## src/aspbg_pkg.sv

```systemverilog
// constants, state types and reset values for the asynchronous serial port with baud generator
// Behaviour
// - receive buffer separate from receive shifter
// - accepted data buffer writes always feed transmitter
// - data buffer reads return receive buffer
// - transmit holding data cannot be read back
// - interrupt request when enabled and flag set
// - flags not cleared on interrupt entry
// - transmit clock from baud timer low overflows
// - hidden receive timer copy shares reload byte
// - both overflow streams divided by two
// - start condition forces receive timer reload
// - overflow every 256 minus reload counts
// - six selectable baud timer clock sources
// - mode bit selects 8 or 9-bit frames
// - 8-bit frame: start, 8 data lsb-first, stop
// - 8-bit receive stores data, stop to ninth
// - data write starts transmission
// - transmit done set at stop bit start
// - receive only while receive enable set
// - accept only if not done, stop checked
// - failed acceptance updates nothing
// - overrun keeps first byte, drops new frame
// - 9-bit frame: eleven bits, ninth bit fields
package aspbg_pkg;

  localparam int ASPBG_DATA_W = 8;
  localparam int ASPBG_FIFO_DEPTH = 8;
  localparam int ASPBG_TIMER_W = 8;

  // bits after the start bit, stop included, per frame mode
  localparam logic [3:0] ASPBG_LAST_8BIT = 4'h9;
  localparam logic [3:0] ASPBG_LAST_9BIT = 4'ha;
  localparam logic [3:0] ASPBG_START_IDX = 4'h0;

  // prescaler terminal counts for the baud timer clock sources
  localparam logic [1:0] ASPBG_PRE4_LAST = 2'h3;
  localparam logic [3:0] ASPBG_PRE12_LAST = 4'hb;
  localparam logic [1:0] ASPBG_PRE48_LAST = 2'h3;
  localparam logic [2:0] ASPBG_OSC8_LAST = 3'h7;

  typedef enum logic [2:0] {
    ASPBG_SRC_SYS = 3'h0,
    ASPBG_SRC_DIV4 = 3'h1,
    ASPBG_SRC_DIV12 = 3'h2,
    ASPBG_SRC_DIV48 = 3'h3,
    ASPBG_SRC_OSC8 = 3'h4,
    ASPBG_SRC_EXTPIN = 3'h5
  } aspbg_clk_src_t;

  typedef enum logic {
    ASPBG_TX_IDLE = 1'b0,
    ASPBG_TX_SEND = 1'b1
  } aspbg_tx_state_t;

  typedef enum logic {
    ASPBG_RX_IDLE = 1'b0,
    ASPBG_RX_RECV = 1'b1
  } aspbg_rx_state_t;

  typedef struct packed {
    aspbg_tx_state_t tx_state;
    logic [3:0] tx_cnt;
    logic [9:0] tx_shift;
    logic tx_pin;
    logic tx_half;
    aspbg_rx_state_t rx_state;
    logic [3:0] rx_cnt;
    logic [8:0] rx_shift;
    logic rx_half;
    logic [7:0] rx_buf;
    logic rx_ninth;
    logic tx_done;
    logic rx_done;
    logic [2:0] rx_sync;
    logic rx_level;
    logic [2:0] ext_sync;
    logic ext_level;
    logic [2:0] osc_sync;
    logic osc_level;
    logic [2:0] osc_cnt;
    logic [1:0] pre4;
    logic [3:0] pre12;
    logic [1:0] pre48;
  } aspbg_state_t;

  // line and receive synchroniser reset to idle-high so no false start is seen
  localparam aspbg_state_t ASPBG_STATE_RESET = '{
    tx_state: ASPBG_TX_IDLE, tx_cnt: 4'h0, tx_shift: 10'h3ff, tx_pin: 1'b1, tx_half: 1'b0,
    rx_state: ASPBG_RX_IDLE, rx_cnt: 4'h0, rx_shift: 9'h000, rx_half: 1'b0,
    rx_buf: 8'h00, rx_ninth: 1'b0, tx_done: 1'b0, rx_done: 1'b0,
    rx_sync: 3'h7, rx_level: 1'b1, ext_sync: 3'h0, ext_level: 1'b0,
    osc_sync: 3'h0, osc_level: 1'b0, osc_cnt: 3'h0, pre4: 2'h0, pre12: 4'h0, pre48: 2'h0
  };

endpackage : aspbg_pkg

```

## src/aspbg_fifo.sv

```systemverilog
// transmit data fifo with valid/ready on both sides
`timescale 1ns/1ns
module aspbg_fifo #(
  parameter int W = 8,
  parameter int D = 8
) (
  input wire logic clk,
  input wire logic rst_b,
  input wire logic in_valid,
  output logic in_ready,
  input wire logic [W-1:0] in_data,
  output logic out_valid,
  input wire logic out_ready,
  output logic [W-1:0] out_data
);
  localparam int AW = (D > 1) ? $clog2(D) : 1;

  typedef struct packed {
    logic [D-1:0][W-1:0] mem;
    logic [AW-1:0] wptr;
    logic [AW-1:0] rptr;
    logic [AW:0] count;
  } aspbg_fifo_st_t;

  aspbg_fifo_st_t r;
  aspbg_fifo_st_t n;
  logic push;
  logic pop;

  // honest full and empty straight from the occupancy count
  assign in_ready = (r.count != (AW+1)'(D));
  assign out_valid = (r.count != '0);
  assign out_data = r.mem[r.rptr];
  assign push = in_valid && in_ready;
  assign pop = out_valid && out_ready;

  // pointer wrap handles depths that are not a power of two
  always_comb begin
    n = r;
    if (push) begin
      n.mem[r.wptr] = in_data;
      n.wptr = (r.wptr == AW'(D-1)) ? '0 : r.wptr + AW'(1);
    end
    if (pop) begin
      n.rptr = (r.rptr == AW'(D-1)) ? '0 : r.rptr + AW'(1);
    end
    n.count = r.count + (AW+1)'(push) - (AW+1)'(pop);
  end

  always_ff @(posedge clk or negedge rst_b) begin
    if (!rst_b) begin
      r <= '0;
    end else begin
      r <= n;
    end
  end

endmodule : aspbg_fifo

```

## src/aspbg_reload_timer.sv

```systemverilog
// 8-bit auto-reload counter used for both the transmit and the hidden receive baud timer
`timescale 1ns/1ns
module aspbg_reload_timer #(
  parameter int W = 8
) (
  input wire logic clk,
  input wire logic rst_b,
  input wire logic tick,
  input wire logic force_load,
  input wire logic [W-1:0] reload,
  output logic ovf,
  output logic [W-1:0] count
);
  typedef struct packed {
    logic [W-1:0] cnt;
  } aspbg_tmr_st_t;

  aspbg_tmr_st_t r;
  aspbg_tmr_st_t n;

  // overflow on the tick that leaves the all-ones count
  assign ovf = tick && (r.cnt == {W{1'b1}}) && !force_load;
  assign count = r.cnt;

  // forced load wins so a start bit realigns the phase at once
  always_comb begin
    n = r;
    if (force_load || ovf) begin
      n.cnt = reload;
    end else if (tick) begin
      n.cnt = r.cnt + W'(1);
    end
  end

  always_ff @(posedge clk or negedge rst_b) begin
    if (!rst_b) begin
      r <= '0;
    end else begin
      r <= n;
    end
  end

  a_reload_after_ovf: assert property (@(posedge clk) disable iff (!rst_b) ovf |=> r.cnt == $past(reload))
    else $error("timer did not reload after overflow");

endmodule : aspbg_reload_timer

```

## src/aspbg_top.sv

```systemverilog
// asynchronous serial port: baud generation, transmitter with fifo, buffered receiver
`timescale 1ns/1ns
module aspbg_top
  import aspbg_pkg::*;
#(
  parameter int FIFO_DEPTH = ASPBG_FIFO_DEPTH
) (
  input wire logic SYS_CLK,
  input wire logic RST_B,
  input wire logic SERIAL_DATA_BUFFER_WR,
  input wire logic [ASPBG_DATA_W-1:0] SERIAL_DATA_BUFFER_WDATA,
  output logic SERIAL_DATA_BUFFER_WR_READY,
  output logic [ASPBG_DATA_W-1:0] SERIAL_DATA_BUFFER_RDATA,
  input wire logic FRAME_MODE_SELECT,
  input wire logic STOP_OR_ADDRESS_CHECK_ENABLE,
  input wire logic RECEIVE_ENABLE_BIT,
  input wire logic TRANSMIT_NINTH_BIT,
  output logic RECEIVED_NINTH_BIT,
  output logic TRANSMIT_DONE_FLAG,
  output logic RECEIVE_DONE_FLAG,
  input wire logic TRANSMIT_DONE_CLEAR,
  input wire logic RECEIVE_DONE_CLEAR,
  input wire logic PORT_IRQ_ENABLE,
  output logic PORT_IRQ,
  input wire logic BAUD_TIMER_RUN,
  input wire logic [2:0] BAUD_TIMER_CLK_SEL,
  input wire logic [ASPBG_TIMER_W-1:0] BAUD_TIMER_RELOAD_BYTE,
  input wire logic EXT_OSC_CLK_PIN,
  input wire logic BAUD_TIMER_EXT_INPUT,
  output logic SERIAL_TX_PIN,
  input wire logic SERIAL_RX_PIN
);

  aspbg_state_t r;
  aspbg_state_t n;

  // wires between the state logic and the leaf modules
  logic timer_tick;
  logic tx_ovf;
  logic rx_ovf;
  logic rx_force;
  logic [ASPBG_TIMER_W-1:0] tx_count;
  logic [ASPBG_TIMER_W-1:0] rx_count;
  logic fifo_valid;
  logic fifo_pop;
  logic [ASPBG_DATA_W-1:0] fifo_data;
  logic tx_tick;
  logic rx_sample;
  logic rx_fall;
  logic ext_rise;
  logic osc_rise;
  logic [3:0] last_idx;
  logic tx_free;
  logic tx_done_set;
  logic rx_done_set;
  logic rx_check;
  logic rx_accept;
  logic rx_finish;

  // writes to the data buffer only ever reach the transmit path
  aspbg_fifo #(
    .W(ASPBG_DATA_W),
    .D(FIFO_DEPTH)
  ) u_tx_fifo (
    .clk(SYS_CLK),
    .rst_b(RST_B),
    .in_valid(SERIAL_DATA_BUFFER_WR),
    .in_ready(SERIAL_DATA_BUFFER_WR_READY),
    .in_data(SERIAL_DATA_BUFFER_WDATA),
    .out_valid(fifo_valid),
    .out_ready(fifo_pop),
    .out_data(fifo_data)
  );

  // visible transmit timer, counts the low byte up to overflow
  aspbg_reload_timer #(
    .W(ASPBG_TIMER_W)
  ) u_tx_timer (
    .clk(SYS_CLK),
    .rst_b(RST_B),
    .tick(timer_tick),
    .force_load(1'b0),
    .reload(BAUD_TIMER_RELOAD_BYTE),
    .ovf(tx_ovf),
    .count(tx_count)
  );

  // hidden receive copy, same clock and reload byte, realigned on start
  aspbg_reload_timer #(
    .W(ASPBG_TIMER_W)
  ) u_rx_timer (
    .clk(SYS_CLK),
    .rst_b(RST_B),
    .tick(timer_tick),
    .force_load(rx_force),
    .reload(BAUD_TIMER_RELOAD_BYTE),
    .ovf(rx_ovf),
    .count(rx_count)
  );

  // edges count only once the second and third synchroniser stages agree
  assign rx_fall = (r.rx_sync[1] == r.rx_sync[2]) && !r.rx_sync[2] && r.rx_level;
  assign ext_rise = (r.ext_sync[1] == r.ext_sync[2]) && r.ext_sync[2] && !r.ext_level;
  assign osc_rise = (r.osc_sync[1] == r.osc_sync[2]) && r.osc_sync[2] && !r.osc_level;

  // baud timer clock source select; a stopped timer freezes the transmit copy, and the receive copy except for a start reload
  always_comb begin
    case (aspbg_clk_src_t'(BAUD_TIMER_CLK_SEL))
      ASPBG_SRC_SYS: timer_tick = 1'b1;
      ASPBG_SRC_DIV4: timer_tick = (r.pre4 == ASPBG_PRE4_LAST);
      ASPBG_SRC_DIV12: timer_tick = (r.pre12 == ASPBG_PRE12_LAST);
      ASPBG_SRC_DIV48: timer_tick = (r.pre12 == ASPBG_PRE12_LAST) && (r.pre48 == ASPBG_PRE48_LAST);
      ASPBG_SRC_OSC8: timer_tick = osc_rise && (r.osc_cnt == ASPBG_OSC8_LAST);
      ASPBG_SRC_EXTPIN: timer_tick = ext_rise;
      default: timer_tick = 1'b0;
    endcase
    if (!BAUD_TIMER_RUN) begin
      timer_tick = 1'b0;
    end
  end

  // each bit lasts two overflows; receive samples on the first, mid-bit
  assign tx_tick = tx_ovf && r.tx_half;
  assign rx_sample = rx_ovf && !r.rx_half;
  assign last_idx = FRAME_MODE_SELECT ? ASPBG_LAST_9BIT : ASPBG_LAST_8BIT;
  assign tx_free = (r.tx_state == ASPBG_TX_IDLE) || (r.tx_cnt == last_idx);
  assign fifo_pop = tx_tick && tx_free;

  // received check bit: stop bit in 8-bit mode, ninth data bit in 9-bit mode
  assign rx_check = FRAME_MODE_SELECT ? r.rx_shift[8] : r.rx_level;
  assign rx_finish = (r.rx_state == ASPBG_RX_RECV) && rx_sample && (r.rx_cnt == last_idx);
  assign rx_accept = rx_finish && !r.rx_done && (!STOP_OR_ADDRESS_CHECK_ENABLE || rx_check);
  assign rx_done_set = rx_accept;
  assign rx_force = (r.rx_state == ASPBG_RX_IDLE) && rx_fall && RECEIVE_ENABLE_BIT;

  // next-state logic for every register of the port
  always_comb begin
    n = r;
    tx_done_set = 1'b0;

    // three-stage synchronisers; first stage feeds only the second
    n.rx_sync = {r.rx_sync[1:0], SERIAL_RX_PIN};
    n.ext_sync = {r.ext_sync[1:0], BAUD_TIMER_EXT_INPUT};
    n.osc_sync = {r.osc_sync[1:0], EXT_OSC_CLK_PIN};
    if (r.rx_sync[1] == r.rx_sync[2]) begin
      n.rx_level = r.rx_sync[2];
    end
    if (r.ext_sync[1] == r.ext_sync[2]) begin
      n.ext_level = r.ext_sync[2];
    end
    if (r.osc_sync[1] == r.osc_sync[2]) begin
      n.osc_level = r.osc_sync[2];
    end

    // free-running prescalers; divide by 48 rides on the divide by 12
    n.pre4 = r.pre4 + 2'h1;
    if (r.pre12 == ASPBG_PRE12_LAST) begin
      n.pre12 = 4'h0;
      n.pre48 = r.pre48 + 2'h1;
    end else begin
      n.pre12 = r.pre12 + 4'h1;
    end
    if (osc_rise) begin
      n.osc_cnt = r.osc_cnt + 3'h1;
    end

    // divide-by-two phases of the two overflow streams
    if (tx_ovf) begin
      n.tx_half = !r.tx_half;
    end
    if (rx_force) begin
      n.rx_half = 1'b0;
    end else if (rx_ovf) begin
      n.rx_half = !r.rx_half;
    end

    // transmitter: start bit, data lsb first, optional ninth bit, stop bit
    if (tx_tick) begin
      if (tx_free) begin
        if (fifo_valid) begin
          n.tx_state = ASPBG_TX_SEND;
          n.tx_cnt = ASPBG_START_IDX;
          n.tx_pin = 1'b0;
          n.tx_shift = FRAME_MODE_SELECT ? {1'b1, TRANSMIT_NINTH_BIT, fifo_data}
                                         : {2'b11, fifo_data};
        end else begin
          n.tx_state = ASPBG_TX_IDLE;
          n.tx_pin = 1'b1;
        end
      end else begin
        n.tx_pin = r.tx_shift[0];
        n.tx_shift = {1'b1, r.tx_shift[9:1]};
        n.tx_cnt = r.tx_cnt + 4'h1;
        if ((r.tx_cnt + 4'h1) == last_idx) begin
          tx_done_set = 1'b1;
        end
      end
    end

    // receiver: realign on start, check start at mid-bit, shift data in
    case (r.rx_state)
      ASPBG_RX_IDLE: begin
        if (rx_force) begin
          n.rx_state = ASPBG_RX_RECV;
          n.rx_cnt = ASPBG_START_IDX;
        end
      end
      ASPBG_RX_RECV: begin
        if (rx_sample) begin
          if (r.rx_cnt == ASPBG_START_IDX) begin
            // a high line at mid start bit is a glitch, not a frame
            if (r.rx_level) begin
              n.rx_state = ASPBG_RX_IDLE;
            end else begin
              n.rx_cnt = 4'h1;
            end
          end else if (r.rx_cnt == last_idx) begin
            n.rx_state = ASPBG_RX_IDLE;
            // buffer only loads on acceptance, so an overrun keeps the first byte
            if (rx_accept) begin
              n.rx_buf = FRAME_MODE_SELECT ? r.rx_shift[7:0] : r.rx_shift[8:1];
              n.rx_ninth = rx_check;
            end
          end else begin
            n.rx_shift = {r.rx_level, r.rx_shift[8:1]};
            n.rx_cnt = r.rx_cnt + 4'h1;
          end
        end
      end
      default: n.rx_state = ASPBG_RX_IDLE;
    endcase

    // sticky flags: hardware set wins over a same-cycle software clear
    n.tx_done = (r.tx_done && !TRANSMIT_DONE_CLEAR) || tx_done_set;
    n.rx_done = (r.rx_done && !RECEIVE_DONE_CLEAR) || rx_done_set;
  end

  always_ff @(posedge SYS_CLK or negedge RST_B) begin
    if (!RST_B) begin
      r <= ASPBG_STATE_RESET;
    end else begin
      r <= n;
    end
  end

  // reads see only the receive buffer; transmit data has no read path
  assign SERIAL_DATA_BUFFER_RDATA = r.rx_buf;
  assign RECEIVED_NINTH_BIT = r.rx_ninth;
  assign TRANSMIT_DONE_FLAG = r.tx_done;
  assign RECEIVE_DONE_FLAG = r.rx_done;
  assign PORT_IRQ = PORT_IRQ_ENABLE && (r.tx_done || r.rx_done);
  assign SERIAL_TX_PIN = r.tx_pin;

  a_ti_stays_set: assert property (@(posedge SYS_CLK) disable iff (!RST_B)
    (r.tx_done && !TRANSMIT_DONE_CLEAR) |=> r.tx_done)
    else $error("transmit done flag dropped without a clear");

  a_ri_stays_set: assert property (@(posedge SYS_CLK) disable iff (!RST_B)
    (r.rx_done && !RECEIVE_DONE_CLEAR) |=> r.rx_done)
    else $error("receive done flag dropped without a clear");

  a_irq_on_flag: assert property (@(posedge SYS_CLK) disable iff (!RST_B)
    ($rose(r.tx_done) || $rose(r.rx_done)) && PORT_IRQ_ENABLE |-> PORT_IRQ)
    else $error("no interrupt request on a new done flag");

  a_tx_idle_high: assert property (@(posedge SYS_CLK) disable iff (!RST_B)
    (r.tx_state == ASPBG_TX_IDLE) |-> r.tx_pin)
    else $error("transmit line not high while idle");

  a_ti_at_stop: assert property (@(posedge SYS_CLK) disable iff (!RST_B)
    $rose(r.tx_done) |-> r.tx_pin && (r.tx_cnt == $past(last_idx)) && $past(tx_tick))
    else $error("transmit done not set at stop bit start");

  a_start_bit_low: assert property (@(posedge SYS_CLK) disable iff (!RST_B)
    fifo_pop && fifo_valid |=> !r.tx_pin && (r.tx_state == ASPBG_TX_SEND))
    else $error("frame did not open with a low start bit");

  a_rx_disabled_idle: assert property (@(posedge SYS_CLK) disable iff (!RST_B)
    (r.rx_state == ASPBG_RX_IDLE) && !RECEIVE_ENABLE_BIT |=> (r.rx_state == ASPBG_RX_IDLE))
    else $error("receiver started while disabled");

  a_start_reload: assert property (@(posedge SYS_CLK) disable iff (!RST_B)
    rx_force |=> (rx_count == $past(BAUD_TIMER_RELOAD_BYTE)) && !r.rx_half)
    else $error("receive timer not reloaded on start");

  a_overrun_keeps: assert property (@(posedge SYS_CLK) disable iff (!RST_B)
    r.rx_done && !RECEIVE_DONE_CLEAR |=> $stable(r.rx_buf) && $stable(r.rx_ninth))
    else $error("receive buffer changed while a byte was pending");

  a_ri_needs_accept: assert property (@(posedge SYS_CLK) disable iff (!RST_B)
    $rose(r.rx_done) |-> $past(rx_finish) && !$past(r.rx_done))
    else $error("receive done set without an accepted frame");

  // timer, shifter and buffer invariants; a stopped timer must freeze the transmit copy, and the receive copy unless a start forces a reload
  a_tx_timer_frozen: assert property (@(posedge SYS_CLK) disable iff (!RST_B)
    !BAUD_TIMER_RUN |=> $stable(tx_count))
    else $error("transmit timer counted while stopped");

  a_rx_copy_frozen: assert property (@(posedge SYS_CLK) disable iff (!RST_B)
    !BAUD_TIMER_RUN && !rx_force |=> $stable(rx_count))
    else $error("receive timer counted while stopped");

  a_rx_half_toggle: assert property (@(posedge SYS_CLK) disable iff (!RST_B)
    rx_ovf |=> r.rx_half != $past(r.rx_half))
    else $error("receive divider missed an overflow");

  a_tx_shift_lsb: assert property (@(posedge SYS_CLK) disable iff (!RST_B)
    tx_tick && !tx_free |=> r.tx_pin == $past(r.tx_shift[0]))
    else $error("transmit bit not taken from the shifter bottom");

  a_rxbuf_only_accept: assert property (@(posedge SYS_CLK) disable iff (!RST_B)
    !rx_accept |=> $stable(r.rx_buf) && $stable(r.rx_ninth))
    else $error("receive buffer changed without acceptance");

  a_ri_on_accept: assert property (@(posedge SYS_CLK) disable iff (!RST_B)
    rx_accept |=> r.rx_done)
    else $error("accepted frame did not set receive done");

  a_ninth_is_check: assert property (@(posedge SYS_CLK) disable iff (!RST_B)
    rx_accept |=> r.rx_ninth == $past(rx_check))
    else $error("received ninth bit does not hold the check bit");

  a_write_queued: assert property (@(posedge SYS_CLK) disable iff (!RST_B)
    SERIAL_DATA_BUFFER_WR && SERIAL_DATA_BUFFER_WR_READY |=> fifo_valid)
    else $error("accepted write did not reach the transmit queue");

  a_frame_loads_byte: assert property (@(posedge SYS_CLK) disable iff (!RST_B)
    fifo_pop && fifo_valid |=> r.tx_shift[7:0] == $past(fifo_data))
    else $error("frame did not load the queued byte");

  a_rx_stop_idle: assert property (@(posedge SYS_CLK) disable iff (!RST_B)
    rx_finish |=> r.rx_state == ASPBG_RX_IDLE)
    else $error("receiver did not return to idle after the stop sample");

  a_tx_idle_line: assert property (@(posedge SYS_CLK) disable iff (!RST_B)
    (r.tx_state == ASPBG_TX_IDLE) && !fifo_valid |=> r.tx_pin)
    else $error("transmit line left idle with nothing queued");

  a_sel_no_ticks: assert property (@(posedge SYS_CLK) disable iff (!RST_B)
    BAUD_TIMER_CLK_SEL > ASPBG_SRC_EXTPIN |-> !timer_tick)
    else $error("spare clock source produced a timer tick");

endmodule : aspbg_top

```

## config.mk

```make
export PLATFORM = sky130hd
export DESIGN_NAME = aspbg_top
export DESIGN_NICKNAME = d
export VERILOG_FILES = /design/src/aspbg_pkg.sv /design/src/aspbg_fifo.sv /design/src/aspbg_reload_timer.sv /design/src/aspbg_top.sv
export SDC_FILE = /design/constraint.sdc
export NUM_CORES = 1
export LEC_CHECK = 0
export BUFFER_PORTS_ARGS = -buffer_cell sky130_fd_sc_hd__clkbuf_2
export CORE_ASPECT_RATIO = 0.7
export CORE_MARGIN = 2
export CORE_UTILIZATION = 30
export DETAILED_ROUTE_END_ITERATION = 8
export GPL_TIMING_DRIVEN = 0
export PLACE_DENSITY = 0.51
export SYNTH_ARGS = -nofsm -noshare
export SYNTH_HDL_FRONTEND = slang
export SYNTH_SLANG_ARGS = --single-unit
export TNS_END_PERCENT = 20
```

## constraint.sdc

```tcl
create_clock -name SYS_CLK -period 4.1 [get_ports SYS_CLK]
set_clock_uncertainty 0.2 [all_clocks]
set_input_delay 0.41 -clock SYS_CLK [delete_from_list [all_inputs] [get_ports SYS_CLK]]
set_output_delay 0.41 -clock SYS_CLK [all_outputs]
set_load 0.02 [all_outputs]
```

=== After elaboration in Yosys (flattened, before gate mapping) ===
Index checks and enable logic that the tools add are counted.

* Output and inout bits: 14
* Input port bits: 33
* Logic and storage cells: 169
* Bits in registers: 156

* Reductions and logical operators: 53
* Bitwise operators: 4
* $add $sub $neg: 12
* Equality and inequality tests: 25
* Order comparisons: 3
* Mux-type cells: 36

{| class="wikitable"
|+ Operator list
! cell !! count
|-
| $bwmux W64 || 1
|-
| $mux W8 || 7
|-
| $mux W14 || 2
|-
| $logic_and A1 B1 Y1 || 26
|-
| $bmux W8 S3 || 1
|-
| $demux W8 S3 || 1
|-
| $mux W9 || 2
|-
| $add A8 B1 Y8 const B || 2
|-
| $eq A8 B8 Y1 const B || 2
|-
| $eq A3 B3 Y1 const B || 5
|-
| $mux W15 || 1
|-
| $mux W13 || 1
|-
| $add A4 B1 Y4 const B || 3
|-
| $eq A4 B4 Y1 || 3
|-
| $mux W1 || 11
|-
| $logic_not A1 Y1 || 10
|-
| $mux W5 || 2
|-
| $pmux W5 S2 || 1
|-
| $add A3 B1 Y3 const B || 3
|-
| $lt A3 B4 Y1 const B || 2
|-
| $mux W4 || 2
|-
| $reduce_and A4 Y1 || 2
|-
| $eq A3 B2 Y1 const B || 2
|-
| $logic_or A1 B1 Y1 || 6
|-
| 22 further kinds || 35
|}

=== Longest topological paths before layout ===
* Depth in word-level cells: 14
* Gate-level depth with buffers: 13

=== Modules after synthesis ===
From an unflattened synthesis, not the netlist that was laid out.

* Cells, all modules: 615
* Area total of the unflattened synthesis: 7948.9 sq um

{| class="wikitable"
|+ Modules (own cells, without submodules)
! module !! cells each !! area each (sq um) !! instances
|-
| aspbg_fifo || 220 || 3590.9 || 1
|-
| aspbg_top || 263 || 3241.9 || 1
|-
| aspbg_reload_timer || 66 || 558.0 || 2
|}

=== Worst setup path before layout ===
OpenSTA, ideal clock, no wires.

* Kind: register to register
* Start point: register r[8] (netlist name)
* End point: register u_tx_fifo.r[2] (netlist name)
* Setup time: 0.122 ns
* Slack: 1.246 ns
* Period minus slack after synthesis: 2.854 ns
* Cell stages (with the launch flop): 13
* Path buffers: 0
* Data arrival time: 2.532 ns
* Cell sequence: dfrtp_1 -> ha_1 -> ha_1 -> nor3b_1 -> a211oi_2 -> nor3_2 -> nand4_1 -> inv_1 -> ha_1 -> inv_1 -> ha_1 -> fa_1 -> xor2_1

{| class="wikitable"
|+ RTL lines
! item !! line !! RTL
|-
| from (decl) || aspbg_top.sv:34 || <nowiki>aspbg_state_t r;</nowiki>
|-
| from (signal assigned) || aspbg_top.sv:242 || <nowiki>r <= n;</nowiki>
|-
| to (signal assigned) || aspbg_fifo.sv:54 || <nowiki>r <= n;</nowiki>
|-
| to (decl) || aspbg_fifo.sv:25 || <nowiki>aspbg_fifo_st_t r;</nowiki>
|}

==> impl_metrics.tcl <==
set metrics [dict create \
    remaining_drc_errors 0 \
    rows 48 \
    drive_above_1_share_pct 39.1 \
    hold_slack_ns 0.0272 \
    synth_top_cell_by_area "dfrtp_1" \
    area_growth_pct 17.2 \
    rsz0062_at_grt "false" \
    clk_latency_ns 0.43 \
    vias 4723 \
    cts.path.max_buffers 2 \
    gp_congestion 0.709 \
    vdd_drop_max_mv 0.285 \
    cp.arrival_ns 3.79 \
    cts_setup_buffers 0 \
    dpl_worst_slack_ns 0.464 \
    die_y_um 137 \
    die-width_um 194 \
    via_per_inst 4.85 \
    syn_inst 566 \
    antenna_found_initial 0 \
    max-cap-violations 0 \
    dp_hpwl_um 11200 \
    p_per_area_nw_per_um2 560 \
    grt_use_total_pct 12.9 \
    r2r_start "r[8]$_DFFE_PN0P_" \
    dr.pass1.iters 4 \
    status "completed" \
    initial_core_util_pct 30.7 \
    synth_top_area_share_pct 46.5 \
    whs_path_depth 3 \
    io_buffers 45 \
    clock-root-buffer "clkbuf_16" \
    maxSlewViolCount 0 \
    synth_seq_cells 155 \
    min_path_type "in -> reg" \
    synthTopCellsByArea "dfrtp_1, mux2_2, dfstp_2" \
    drt-total-wl_um 16200 \
    cts_tree "yes" \
    end_kind "register" \
    yosys_warnings 0 \
    grt_max_degree 88 \
    overflow 0 \
    netlist_top_cells_count "dfrtp_1, mux2_2, inv_1" \
    worst_slack_ns 0.454 \
    synth_nets 623 \
    placed_cells 937 \
    relSlewSlack_pct 10.6 \
    synth_cell_types 70 \
    cp-start-kind "register" \
    antenna_left 0 \
    io_pins 47 \
    grt_pass1_vias 5007 \
    final_nets 693 \
    timing.setup.tns_ns 0 \
    rr_worst_depth 13 \
    cts_buffers 17 \
    wl_per_cell_um 16.6 \
    core_region_area_um2 24700 \
    finalSetupViolations 0 \
    reg2reg_setup_slack_ns 0.45 \
    antenna_cells 0 \
    h-tree-depth 4 \
    grt_pass1_wl_um 26600 \
    syn_area_per_cell_um2 13.4 \
    worst-setup-path-type "reg -> reg" \
    netlist_area_um2 7590 \
    async_reset_ff_share_pct 100 \
    worst_pin_slew_ns 1.34 \
    worstReg2RegEnd "u_tx_fifo.r[3]$_DFF_PN0_" \
    cts.sink_count 155 \
    p_leak_uw 0.00397 \
    synth-edff-count 0 \
    ys_seq_area_share_pct 51.3 \
    final_cell_count_no_fill 974 \
    synth.most_common_cell "dfrtp_1" \
    hold_violations 0 \
    synth_flop_cell "dfrtp_1" \
    worstHoldEndpoint "RECEIVE_DONE_FLAG$_DFF_PN0_" \
    clk_pin_slew_worst_paths_ns 0.07 \
    fmax_mhz 274 \
    critPathMaxFanout 10 \
    cp.required_ns 4.25 \
    finalCritPeriodShare_pct 88.9 \
    drt-initial-drc-count 334 \
    finalCriticalPeriod_ns 3.65 \
    die_area_um2 26600 \
    hold_start "RECEIVE_DONE_CLEAR" \
]
report_power, final:
group | internal (uW) | leakage (uW) | switching (uW) | total (uW)
combinational | 666 | 0.00180 | 498 | 1160
clock | 887 | 0.000279 | 689 | 1580
sequential | 1980 | 0.00189 | 259 | 2240
total | 3530 | 0.00397 | 1450 | 4980
metal layers:
layer  GRT usage, %  vias up  part of all wire (%)
li1               -     2203                     -
met1           18.0     2434                    51
met2           19.6       75                    44
met3           3.28       11                   4.2
met4           4.12        0                  0.80
met5              0        -                     0
layout by cell type, fill, tap and decap left out, types with 16 or more instances in the layout:
cell / synthesis / routed
clkbuf_16: 0 / 17
clkbuf_2: 0 / 44
dfrtp_1: 141 / 141
ha_1: 23 / 23
inv_1: 27 / 27
mux2_1: 16 / 16
mux2_2: 107 / 107
mux4_2: 16 / 16
nand2_1: 21 / 21
logic make-up after synthesis:
logic type | count (synthesis) | synth area share (%)
buffers and inverters | 56 | 3.74
xor gates and xnor gates | 11 | 1.27
DFF | 155 | 51.3
AOI/OAI and AO/OA | 56 | 5.69
muxes | 152 | 25.0
adders and majority gates | 24 | 4.05
and+or+nand+nor | 112 | 8.95
through the flow:
stage / power [uW] / instance area [um2] / utilization (%)
after floorplan: 3090 / 7590 / -
after global placement: 3330 / 8220 / 33.2
after detailed placement: 3440 / 8260 / 33.4
after CTS: 5050 / 8890 / 35.9
after global routing: 5290 / 8890 / 35.9
final: 4980 / 8890 / 35.9
final cells by class:
cell class | instances | area [um2]
Multi-Input combinational cell | 355 | 3410
Clock inverter | 12 | 128
Buffer | 28 | 179
Tap cell | 325 | 407
Clock buffer | 20 | 457
Timing Repair Buffer | 51 | 312
Fill cell | 2390 | 15900
Sequential cell | 155 | 3900
Inverter | 28 | 105
critical path, cell delays in order, from the launching register on:
cell and delay [ns]:
dfrtp_1 0.37, ha_1 0.16, ha_1 0.13, nor3b_1 0.21, a211oi_2 0.14, nor3_2 0.69, nand4_1 0.52, inv_1 0.16
ha_1 0.15, inv_1 0.07, ha_1 0.28, a21o_1 0.15, a21oi_1 0.17, xor2_1 0.16
worst max-delay path by stage:
stage	start	end	slack (ns)	depth (start not counted)
floorplan	r[8]$_DFFE_PN0P_	u_tx_fifo.r[2]$_DFF_PN0_	1.25	12
global route	r[8]$_DFFE_PN0P_	u_tx_fifo.r[2]$_DFF_PN0_	0.18	12
finish	r[8]$_DFFE_PN0P_	u_tx_fifo.r[3]$_DFF_PN0_	0.45	13
global placement	RST_B	RECEIVE_DONE_FLAG$_DFF_PN0_	-0.26	1
CTS	r[8]$_DFFE_PN0P_	u_tx_fifo.r[3]$_DFF_PN0_	0.39	13
detailed placement	r[8]$_DFFE_PN0P_	u_tx_fifo.r[3]$_DFF_PN0_	0.46	13
state kept, by name, indices dropped and copies added, names as in the netlist:
name and count:
n 6, RECEIVED_NINTH_BIT 1, RECEIVE_DONE_FLAG 1, u_rx_timer.count 8
SERIAL_TX_PIN 1, r 47, u_tx_fifo.r 74, TRANSMIT_DONE_FLAG 1
u_tx_timer.count 8, SERIAL_DATA_BUFFER_RDATA 8
repair_timing:
action                    CTS  global route
hold buffers                5             0
hold endpoints to repair   69             0
gates resized for setup     0             0
Note: power is estimated with default switching activity, not from simulation.
